`config.mk`:
```
export PLATFORM = sky130hd
export DESIGN_NAME = cci_unit
export DESIGN_NICKNAME = d
export VERILOG_FILES = /design/src/hw/cci_pkg.sv /design/src/hw/cci_delay_chain.sv /design/src/hw/cci_unit.sv
export VERILOG_INCLUDE_DIRS = /design/src /design/src/hw
export SDC_FILE = /design/constraint.sdc
export NUM_CORES = 2
export LEC_CHECK = 0
export ABC_AREA = 1
export ABC_CLOCK_PERIOD_IN_PS = 20400
export BUFFER_PORTS_ARGS = -buffer_cell sky130_fd_sc_hd__buf_4
export CAP_MARGIN = 20
export CORE_MARGIN = 3
export CORE_UTILIZATION = 45
export DETAILED_ROUTE_END_ITERATION = 16
export PLACE_DENSITY_LB_ADDON = 0.08
export REMOVE_ABC_BUFFERS = 1
export SLEW_MARGIN = 40
export SYNTH_ARGS = -nofsm -noshare
export SYNTH_HDL_FRONTEND = slang
export SYNTH_HIERARCHICAL = 1
export SYNTH_SLANG_ARGS = --single-unit
```
`constraint.sdc`:
```
create_clock -name mclk_in -period 20.4 [get_ports mclk_in]
set_input_delay 4.08 -clock mclk_in [delete_from_list [all_inputs] [get_ports mclk_in]]
set_output_delay 4.08 -clock mclk_in [all_outputs]
set_load 0.01 [all_outputs]
```
`src/hw/cci_cfg.svh`:
```
// Constants for the combined custom instruction unit.
// Assumes inclusion by bare name from cci design files.
`ifndef CCI_CFG_SVH
`define CCI_CFG_SVH
`define CCI_DATA_W       32
`define CCI_SEL_W        2
`define CCI_NUM_FUNCS    4
`define CCI_FIX_LAT      3
`define CCI_MUX_STAGES   1
`define CCI_SEL_ADD      2'h0
`define CCI_SEL_XOR      2'h1
`define CCI_SEL_MUL      2'h2
`define CCI_SEL_DIV      2'h3
`define CCI_RESULT_RST   32'h0000_0000
`endif

```
`src/hw/cci_pkg.sv`:
```
// Types for the combined custom instruction unit.
// Assumes cci_cfg.svh is on the include path.
`include "cci_cfg.svh"
package cci_pkg;
   typedef enum logic [1:0] {
      CCI_IDLE = 2'b00,
      CCI_BUSY = 2'b01
   } cci_div_state_t;
   typedef logic [`CCI_DATA_W-1:0] cci_word_t;
endpackage : cci_pkg

```
`src/hw/cci_delay_chain.sv`:
```
// Shift chain that delays a start pulse by a fixed count of cycles.
// Assumes one clock, async active-high reset, and a clock enable.
`timescale 1ns/1ps
module cci_delay_chain #(
   parameter int DEPTH = 3
) (
   input  wire logic mclk_in,
   input  wire logic rst_in,
   input  wire logic ce_in,
   input  wire logic start_in,
   output logic      done_out
);
   logic [DEPTH-1:0] chain_q;
   if (DEPTH < 1) begin : g_bad_depth
      $error("cci_delay_chain: DEPTH must be at least 1");
   end
   // Bitwise shift, so a one-stage chain needs no special case
   always_ff @(posedge mclk_in or posedge rst_in) begin
      if (rst_in) begin
         chain_q <= '0;
      end else if (ce_in) begin
         chain_q[0] <= start_in; // RULE8
         for (int i = 1; i < DEPTH; i++) begin
            chain_q[i] <= chain_q[i-1];
         end
      end
   end
   assign done_out = chain_q[DEPTH-1];
endmodule : cci_delay_chain

```
`src/hw/cci_unit.sv`:
```
// Combined custom instruction unit: four functions behind one slave port.
// Assumes the processor holds operands and selector while it waits for done.
// How it works
// RULE1: Two operands go in and one result comes out, with clock, reset, selector and status.
// RULE2: The processor blocks and issues nothing new until done is seen.
// RULE3: The processor places this result on its own 32-bit result multiplexer.
// RULE4: The selector is decoded to pick a function and an internal mux picks its output.
// RULE5: The internal mux may be registered in extra stages, each adding a cycle of latency.
// RULE6: All functions present the same variable-latency handshake at the shared port.
// RULE7: Each function is either fixed latency or variable latency with its own done.
// RULE8: Fixed functions get done from a delayed start and all done bits are ORed.
// RULE9: Operands arrive and the result leaves over the same slave port.
// RULE10: Done pulses one cycle per accepted start with the result valid in that cycle.
`timescale 1ns/1ps
`include "cci_cfg.svh"
module cci_unit #(
   parameter int DATA_W     = `CCI_DATA_W,
   parameter int FIX_LAT    = `CCI_FIX_LAT,
   parameter int MUX_STAGES = `CCI_MUX_STAGES
) (
   input  wire logic                  mclk_in,
   input  wire logic                  rst_in,
   input  wire logic                  ce_in,
   input  wire logic                  start_in,
   input  wire logic [`CCI_SEL_W-1:0] sel_in,
   input  wire logic [DATA_W-1:0]     dataa_in,
   input  wire logic [DATA_W-1:0]     datab_in,
   output logic                       done_out,
   output logic [DATA_W-1:0]          result_out
);
   // Elaboration checks: pipes and counters need at least one stage
   if (DATA_W < 2) begin : g_bad_data_w
      $error("cci_unit: DATA_W too small");
   end
   if (FIX_LAT < 1) begin : g_bad_fix_lat
      $error("cci_unit: FIX_LAT must be at least 1");
   end
   if (MUX_STAGES < 0 || MUX_STAGES > 4) begin : g_bad_mux_stages
      $error("cci_unit: MUX_STAGES out of range");
   end

   function automatic logic sel_is(input logic [`CCI_SEL_W-1:0] s,
                                   input logic [`CCI_SEL_W-1:0] code);
      sel_is = (s == code);
   endfunction : sel_is

   // Start is qualified per function by the decoded selector
   logic go_add;
   logic go_xor;
   logic go_mul;
   logic go_div;
   assign go_add = start_in && sel_is(sel_in, `CCI_SEL_ADD); // RULE4
   assign go_xor = start_in && sel_is(sel_in, `CCI_SEL_XOR); // RULE4
   assign go_mul = start_in && sel_is(sel_in, `CCI_SEL_MUL); // RULE4
   assign go_div = start_in && sel_is(sel_in, `CCI_SEL_DIV); // RULE4

   // Fixed-latency functions: pipelined datapath plus delayed start
   logic [DATA_W-1:0] add_pipe_q [FIX_LAT];
   logic [DATA_W-1:0] xor_pipe_q [FIX_LAT];
   logic [DATA_W-1:0] mul_pipe_q [FIX_LAT];
   // Carry dropped on purpose, result is one word
   always_ff @(posedge mclk_in or posedge rst_in) begin
      if (rst_in) begin
         for (int i = 0; i < FIX_LAT; i++) begin
            add_pipe_q[i] <= '0;
         end
      end else if (ce_in) begin
         add_pipe_q[0] <= DATA_W'(dataa_in + datab_in); // RULE1
         for (int i = 1; i < FIX_LAT; i++) begin
            add_pipe_q[i] <= add_pipe_q[i-1];
         end
      end
   end

   always_ff @(posedge mclk_in or posedge rst_in) begin
      if (rst_in) begin
         for (int i = 0; i < FIX_LAT; i++) begin
            xor_pipe_q[i] <= '0;
         end
      end else if (ce_in) begin
         xor_pipe_q[0] <= dataa_in ^ datab_in; // RULE1
         for (int i = 1; i < FIX_LAT; i++) begin
            xor_pipe_q[i] <= xor_pipe_q[i-1];
         end
      end
   end

   // Low word only, upper product bits are not returned
   always_ff @(posedge mclk_in or posedge rst_in) begin
      if (rst_in) begin
         for (int i = 0; i < FIX_LAT; i++) begin
            mul_pipe_q[i] <= '0;
         end
      end else if (ce_in) begin
         mul_pipe_q[0] <= DATA_W'(dataa_in * datab_in); // RULE1
         for (int i = 1; i < FIX_LAT; i++) begin
            mul_pipe_q[i] <= mul_pipe_q[i-1];
         end
      end
   end

   logic done_add;
   logic done_xor;
   logic done_mul;
   cci_delay_chain #(.DEPTH(FIX_LAT)) u_dly_add ( // RULE8
      .mclk_in (mclk_in),
      .rst_in  (rst_in),
      .ce_in   (ce_in),
      .start_in(go_add),
      .done_out(done_add)
   );
   cci_delay_chain #(.DEPTH(FIX_LAT)) u_dly_xor ( // RULE8
      .mclk_in (mclk_in),
      .rst_in  (rst_in),
      .ce_in   (ce_in),
      .start_in(go_xor),
      .done_out(done_xor)
   );
   cci_delay_chain #(.DEPTH(FIX_LAT)) u_dly_mul ( // RULE8
      .mclk_in (mclk_in),
      .rst_in  (rst_in),
      .ce_in   (ce_in),
      .start_in(go_mul),
      .done_out(done_mul)
   );

   // Variable-latency function: restoring unsigned divide, one bit a cycle
   localparam int CW = $clog2(DATA_W + 1);
   cci_pkg::cci_div_state_t div_state_q;
   logic [DATA_W-1:0] div_quo_q;
   logic [DATA_W-1:0] div_rem_q;
   logic [DATA_W-1:0] div_den_q;
   logic [CW-1:0]     div_cnt_q;
   logic              div_done_q;
   logic [DATA_W:0]   div_trial;
   assign div_trial = {div_rem_q, div_quo_q[DATA_W-1]} - {1'b0, div_den_q};
   always_ff @(posedge mclk_in or posedge rst_in) begin
      if (rst_in) begin
         div_state_q <= cci_pkg::CCI_IDLE;
         div_quo_q   <= '0;
         div_rem_q   <= '0;
         div_den_q   <= '0;
         div_cnt_q   <= '0;
      end else if (ce_in) begin
         unique case (div_state_q)
            cci_pkg::CCI_IDLE: begin
               if (go_div) begin // RULE7
                  div_quo_q   <= dataa_in;
                  div_rem_q   <= '0;
                  div_den_q   <= datab_in;
                  div_cnt_q   <= CW'(DATA_W);
                  div_state_q <= cci_pkg::CCI_BUSY;
               end
            end
            cci_pkg::CCI_BUSY: begin
               // Divide by zero yields all ones, no trap
               if (!div_trial[DATA_W]) begin
                  div_rem_q <= div_trial[DATA_W-1:0];
                  div_quo_q <= {div_quo_q[DATA_W-2:0], 1'b1};
               end else begin
                  div_rem_q <= {div_rem_q[DATA_W-2:0], div_quo_q[DATA_W-1]};
                  div_quo_q <= {div_quo_q[DATA_W-2:0], 1'b0};
               end
               div_cnt_q <= div_cnt_q - CW'(1);
               if (div_cnt_q == CW'(1)) begin
                  div_state_q <= cci_pkg::CCI_IDLE;
               end
            end
            default: div_state_q <= cci_pkg::CCI_IDLE;
         endcase
      end
   end

   // Divider done, one enabled cycle on the last quotient bit
   always_ff @(posedge mclk_in or posedge rst_in) begin
      if (rst_in) begin
         div_done_q <= 1'b0;
      end else if (ce_in) begin
         div_done_q <= (div_state_q == cci_pkg::CCI_BUSY) && (div_cnt_q == CW'(1)); // RULE7
      end
   end

   // Output mux keyed by which done fired, so no selector hold is needed here
   logic              any_done;
   logic [DATA_W-1:0] mux_d;
   assign any_done = done_add | done_xor | done_mul | div_done_q; // RULE8
   always_comb begin
      mux_d = '0;
      if (done_add) mux_d = add_pipe_q[FIX_LAT-1]; // RULE4
      if (done_xor) mux_d = xor_pipe_q[FIX_LAT-1];
      if (done_mul) mux_d = mul_pipe_q[FIX_LAT-1];
      if (div_done_q) mux_d = div_quo_q;
   end

   // Mux pipeline keeps the done-keyed output mux off the processor critical path
   logic [DATA_W-1:0] stg_data_q [MUX_STAGES+1];
   logic              stg_done_q [MUX_STAGES+1];
   always_ff @(posedge mclk_in or posedge rst_in) begin
      if (rst_in) begin
         for (int i = 0; i <= MUX_STAGES; i++) begin
            stg_data_q[i] <= DATA_W'(`CCI_RESULT_RST);
         end
      end else if (ce_in) begin
         stg_data_q[0] <= mux_d; // RULE5
         for (int i = 1; i <= MUX_STAGES; i++) begin
            stg_data_q[i] <= stg_data_q[i-1]; // RULE5
         end
      end
   end

   // Done runs beside the data stages so the pair never splits
   always_ff @(posedge mclk_in or posedge rst_in) begin
      if (rst_in) begin
         for (int i = 0; i <= MUX_STAGES; i++) begin
            stg_done_q[i] <= 1'b0;
         end
      end else if (ce_in) begin
         stg_done_q[0] <= any_done; // RULE6
         for (int i = 1; i <= MUX_STAGES; i++) begin
            stg_done_q[i] <= stg_done_q[i-1];
         end
      end
   end

   // Done and result share a stage, so both appear in one cycle
   assign done_out   = stg_done_q[MUX_STAGES]; // RULE10
   assign result_out = stg_data_q[MUX_STAGES]; // RULE9
endmodule : cci_unit

```
==> out/qor.yml <==
cts-root-buf: "clkbuf_16"
r2r-start: "div_quo_q[31]"
cts_tree: "done"
setup_violations: 0
tightest_slew_ns: 0.825
clk_pin_slew_worst_paths_ns: 0.06
via_per_inst: 5.13
die_h_um: 301
ios: 103
clock-sinks: 464
yosysWarnings: 6
core-area_um2: 85700
path_class: "in -> reg"
synth_enable_flop_cells: 0
ctsLongestPathBuffers: 3
initial_core_util_pct: 45.7
period_share_pct: 50.4
cp_slowest_stage_delay_ns: 0.55
setup-tns-final_ns: 0
syn_to_final_growth_pct: 8.07
cp_max_fo: 21
critPathLaunch: "dataa_in[12]"
cap_violations: 0
yosysUniqueCellTypes: 53
grt_use_total_pct: 26.8
hold_violations: 0
crit_family: "adder cells"
firstDrtPassIters: 5
critPathLaunchType: "input port"
synthCells: 5011
post_drt_wl_per_cell_um: 19.5
rows: 107
hold_buffers: 0
min_path_type: "reg -> reg"
grt_pass1_vias: 31100
rsz0062_at_grt: "false"
num_antenna_cells: 0
antenna_left: 0
synth_area_um2: 39200
finalWeightedCongestion: 0.919
fin_area_um2: 42300
nets: 5593
wirelength_um: 119000
crit_arrival_ns: 10.81
synth_ff_type: "dfrtp_1"
cts_resized: 0
clk-insertion-delay-late_ns: 0.65
die_area_um2: 90600
fmax_mhz: 97.3
placed_cell_area_um2: 40400
drive_above_1_share_pct: 5.31
cp.required_ns: 20.93
cp-end-kind: "register"
worst_slack_ns: 10.12
via_count: 31300
slowest_stage: "fa_1"
cts_setup_buffers: 0
antenna_found_initial: 6
grt_max_degree: 172
post-dp-hpwl_um: 86500
synth-seq-cells: 464
overflow: 0
finalCriticalPeriod_ns: 10.28
place_ws_ns: 9.55
critPathBufInv: 9
slew_headroom_pct: 45.0
drt_iter0_markers: 2464
status: "finished clean"
route.detailed.drc: 0
ys_seq_area_share_pct: 29.7
syn_area_per_cell_um2: 7.81
synthArstFlopShare_pct: 100
grt_pass1_wl_um: 186000
slew_viol_final: 0
cts_inserted_buffers: 55
fp.dieW_um: 301
mostFrequentLayoutCell: "nand2_1"
min-delay-start: "xor_pipe_q[79]"
h-tree-depth: 2
io_buffers: 102
layout_common_cells: "nand2_1, inv_1, dfrtp_1"
fillers: 8557
skew_ns: 0.0550
## worst register-to-register path: cells and delay by family, from the launching register on
| family | cells | cell delay, ns |
|---|---|---|
| AO/OA/AOI/OAI | 1 | 0.18 |
| adder cells (fa/ha/maj) | 2 | 0.67 |
| buffers and inverters | 3 | 0.72 |
| flip-flops | 1 | 0.34 |
| AND/OR/NAND/NOR | 11 | 1.34 |
## synth_stat cells, types with 15 or more instances
| cell type | number | share of area [%] |
|---|---|---|
| nor2_1 | 156 | 1.5 |
| o21ai_0 | 425 | 5.4 |
| fa_1 | 410 | 21 |
| buf_2 | 15 | 0.19 |
| xor2_1 | 30 | 0.67 |
| a22oi_1 | 59 | 1.1 |
| buf_4 | 32 | 0.61 |
| o21bai_1 | 17 | 0.33 |
| xnor2_1 | 22 | 0.49 |
| ha_1 | 188 | 6.0 |
| nand2_1 | 1458 | 14 |
| inv_1 | 1086 | 10 |
| a31oi_1 | 28 | 0.45 |
| nor3_1 | 22 | 0.28 |
| nand3_1 | 127 | 1.6 |
| dfrtp_1 | 464 | 30 |
| o22ai_1 | 33 | 0.53 |
| a21oi_1 | 91 | 1.2 |
| clkbuf_1 | 188 | 1.8 |
| buf_1 | 25 | 0.24 |
## flip-flops by register name, summed over array words and instances, names as in the netlist
register / cells
result_out: 32
add_pipe_q: 96
div_state_q: 1
div_den_q: 32
stg_done_q: 1
div_cnt_q: 6
u_dly_add/chain_q: 3
div_quo_q: 32
done_out: 1
xor_pipe_q: 93
u_dly_mul/chain_q: 3
div_rem_q: 32
u_dly_xor/chain_q: 3
div_done_q: 1
stg_data_q: 32
mul_pipe_q: 96
## path summary, 6_finish.rpt
| check | endpoint | slack, ns | cells past startpoint |
|---|---|---|---|
| setup / recovery | mul_pipe_q[94] | 10.12 | 25 |
| max in group asynchronous | div_quo_q[12] | 15.14 | 4 |
| min in group asynchronous | u_dly_xor/chain_q[0] | 3.36 | 2 |
| hold / removal | xor_pipe_q[79] | 0.47 | 2 |
| hold reg to reg | xor_pipe_q[79] | 0.47 | 2 |
| setup reg to reg | div_rem_q[23] | 16.99 | 17 |
## layer usage
layer,up-vias,part of all wire [%],GRT usage (%)
met2,880,46,43.3
met5,-,0,0
met3,172,5.9,3.71
li1,14900,-,-
met1,15400,45,37.7
met4,0,3.0,7.52
## through the flow
| step | util [%] | hold slack (ns) | std cells |
|---|---|---|---|
| after floorplan | - | 0.441 | 4747 |
| after global placement | 47.1 | 0.454 | 6011 |
| after detailed placement | 47.2 | 0.459 | 6012 |
| after CTS | 49.4 | 0.473 | 6112 |
| after global routing | 49.4 | 0.495 | 6112 |
| final | 49.4 | 0.467 | 6112 |
## cell type report
class	instances	area, um2	area share, %
clock buffer	75	1590	3.76
timing repair buffer	121	967	2.29
inverter	1096	4140	9.79
sequential	464	11600	27.4
clock inverter	25	283	0.668
multi-input combinational	3187	22300	52.7
tap	1144	1430	3.38
## logic make-up (layout without fill, tap and decap cells)
| group | after synthesis | after routing | share of synthesized area, % |
|---|---|---|---|
| adder cells (fa/ha/maj) | 598 | 598 | 27.0 |
| multiplexers | 1 | 1 | 0.0288 |
| buffers and inverters | 1360 | 1317 | 13.5 |
| XOR/XNOR | 52 | 52 | 1.16 |
| flip-flops | 464 | 464 | 29.7 |
| AO/OA/AOI/OAI | 715 | 715 | 10.2 |
| AND/OR/NAND/NOR | 1821 | 1821 | 18.5 |
Power is left out: the tool's default activity adds up to more than one toggle a clock period on the data nets, which glitch-free logic cannot reach.
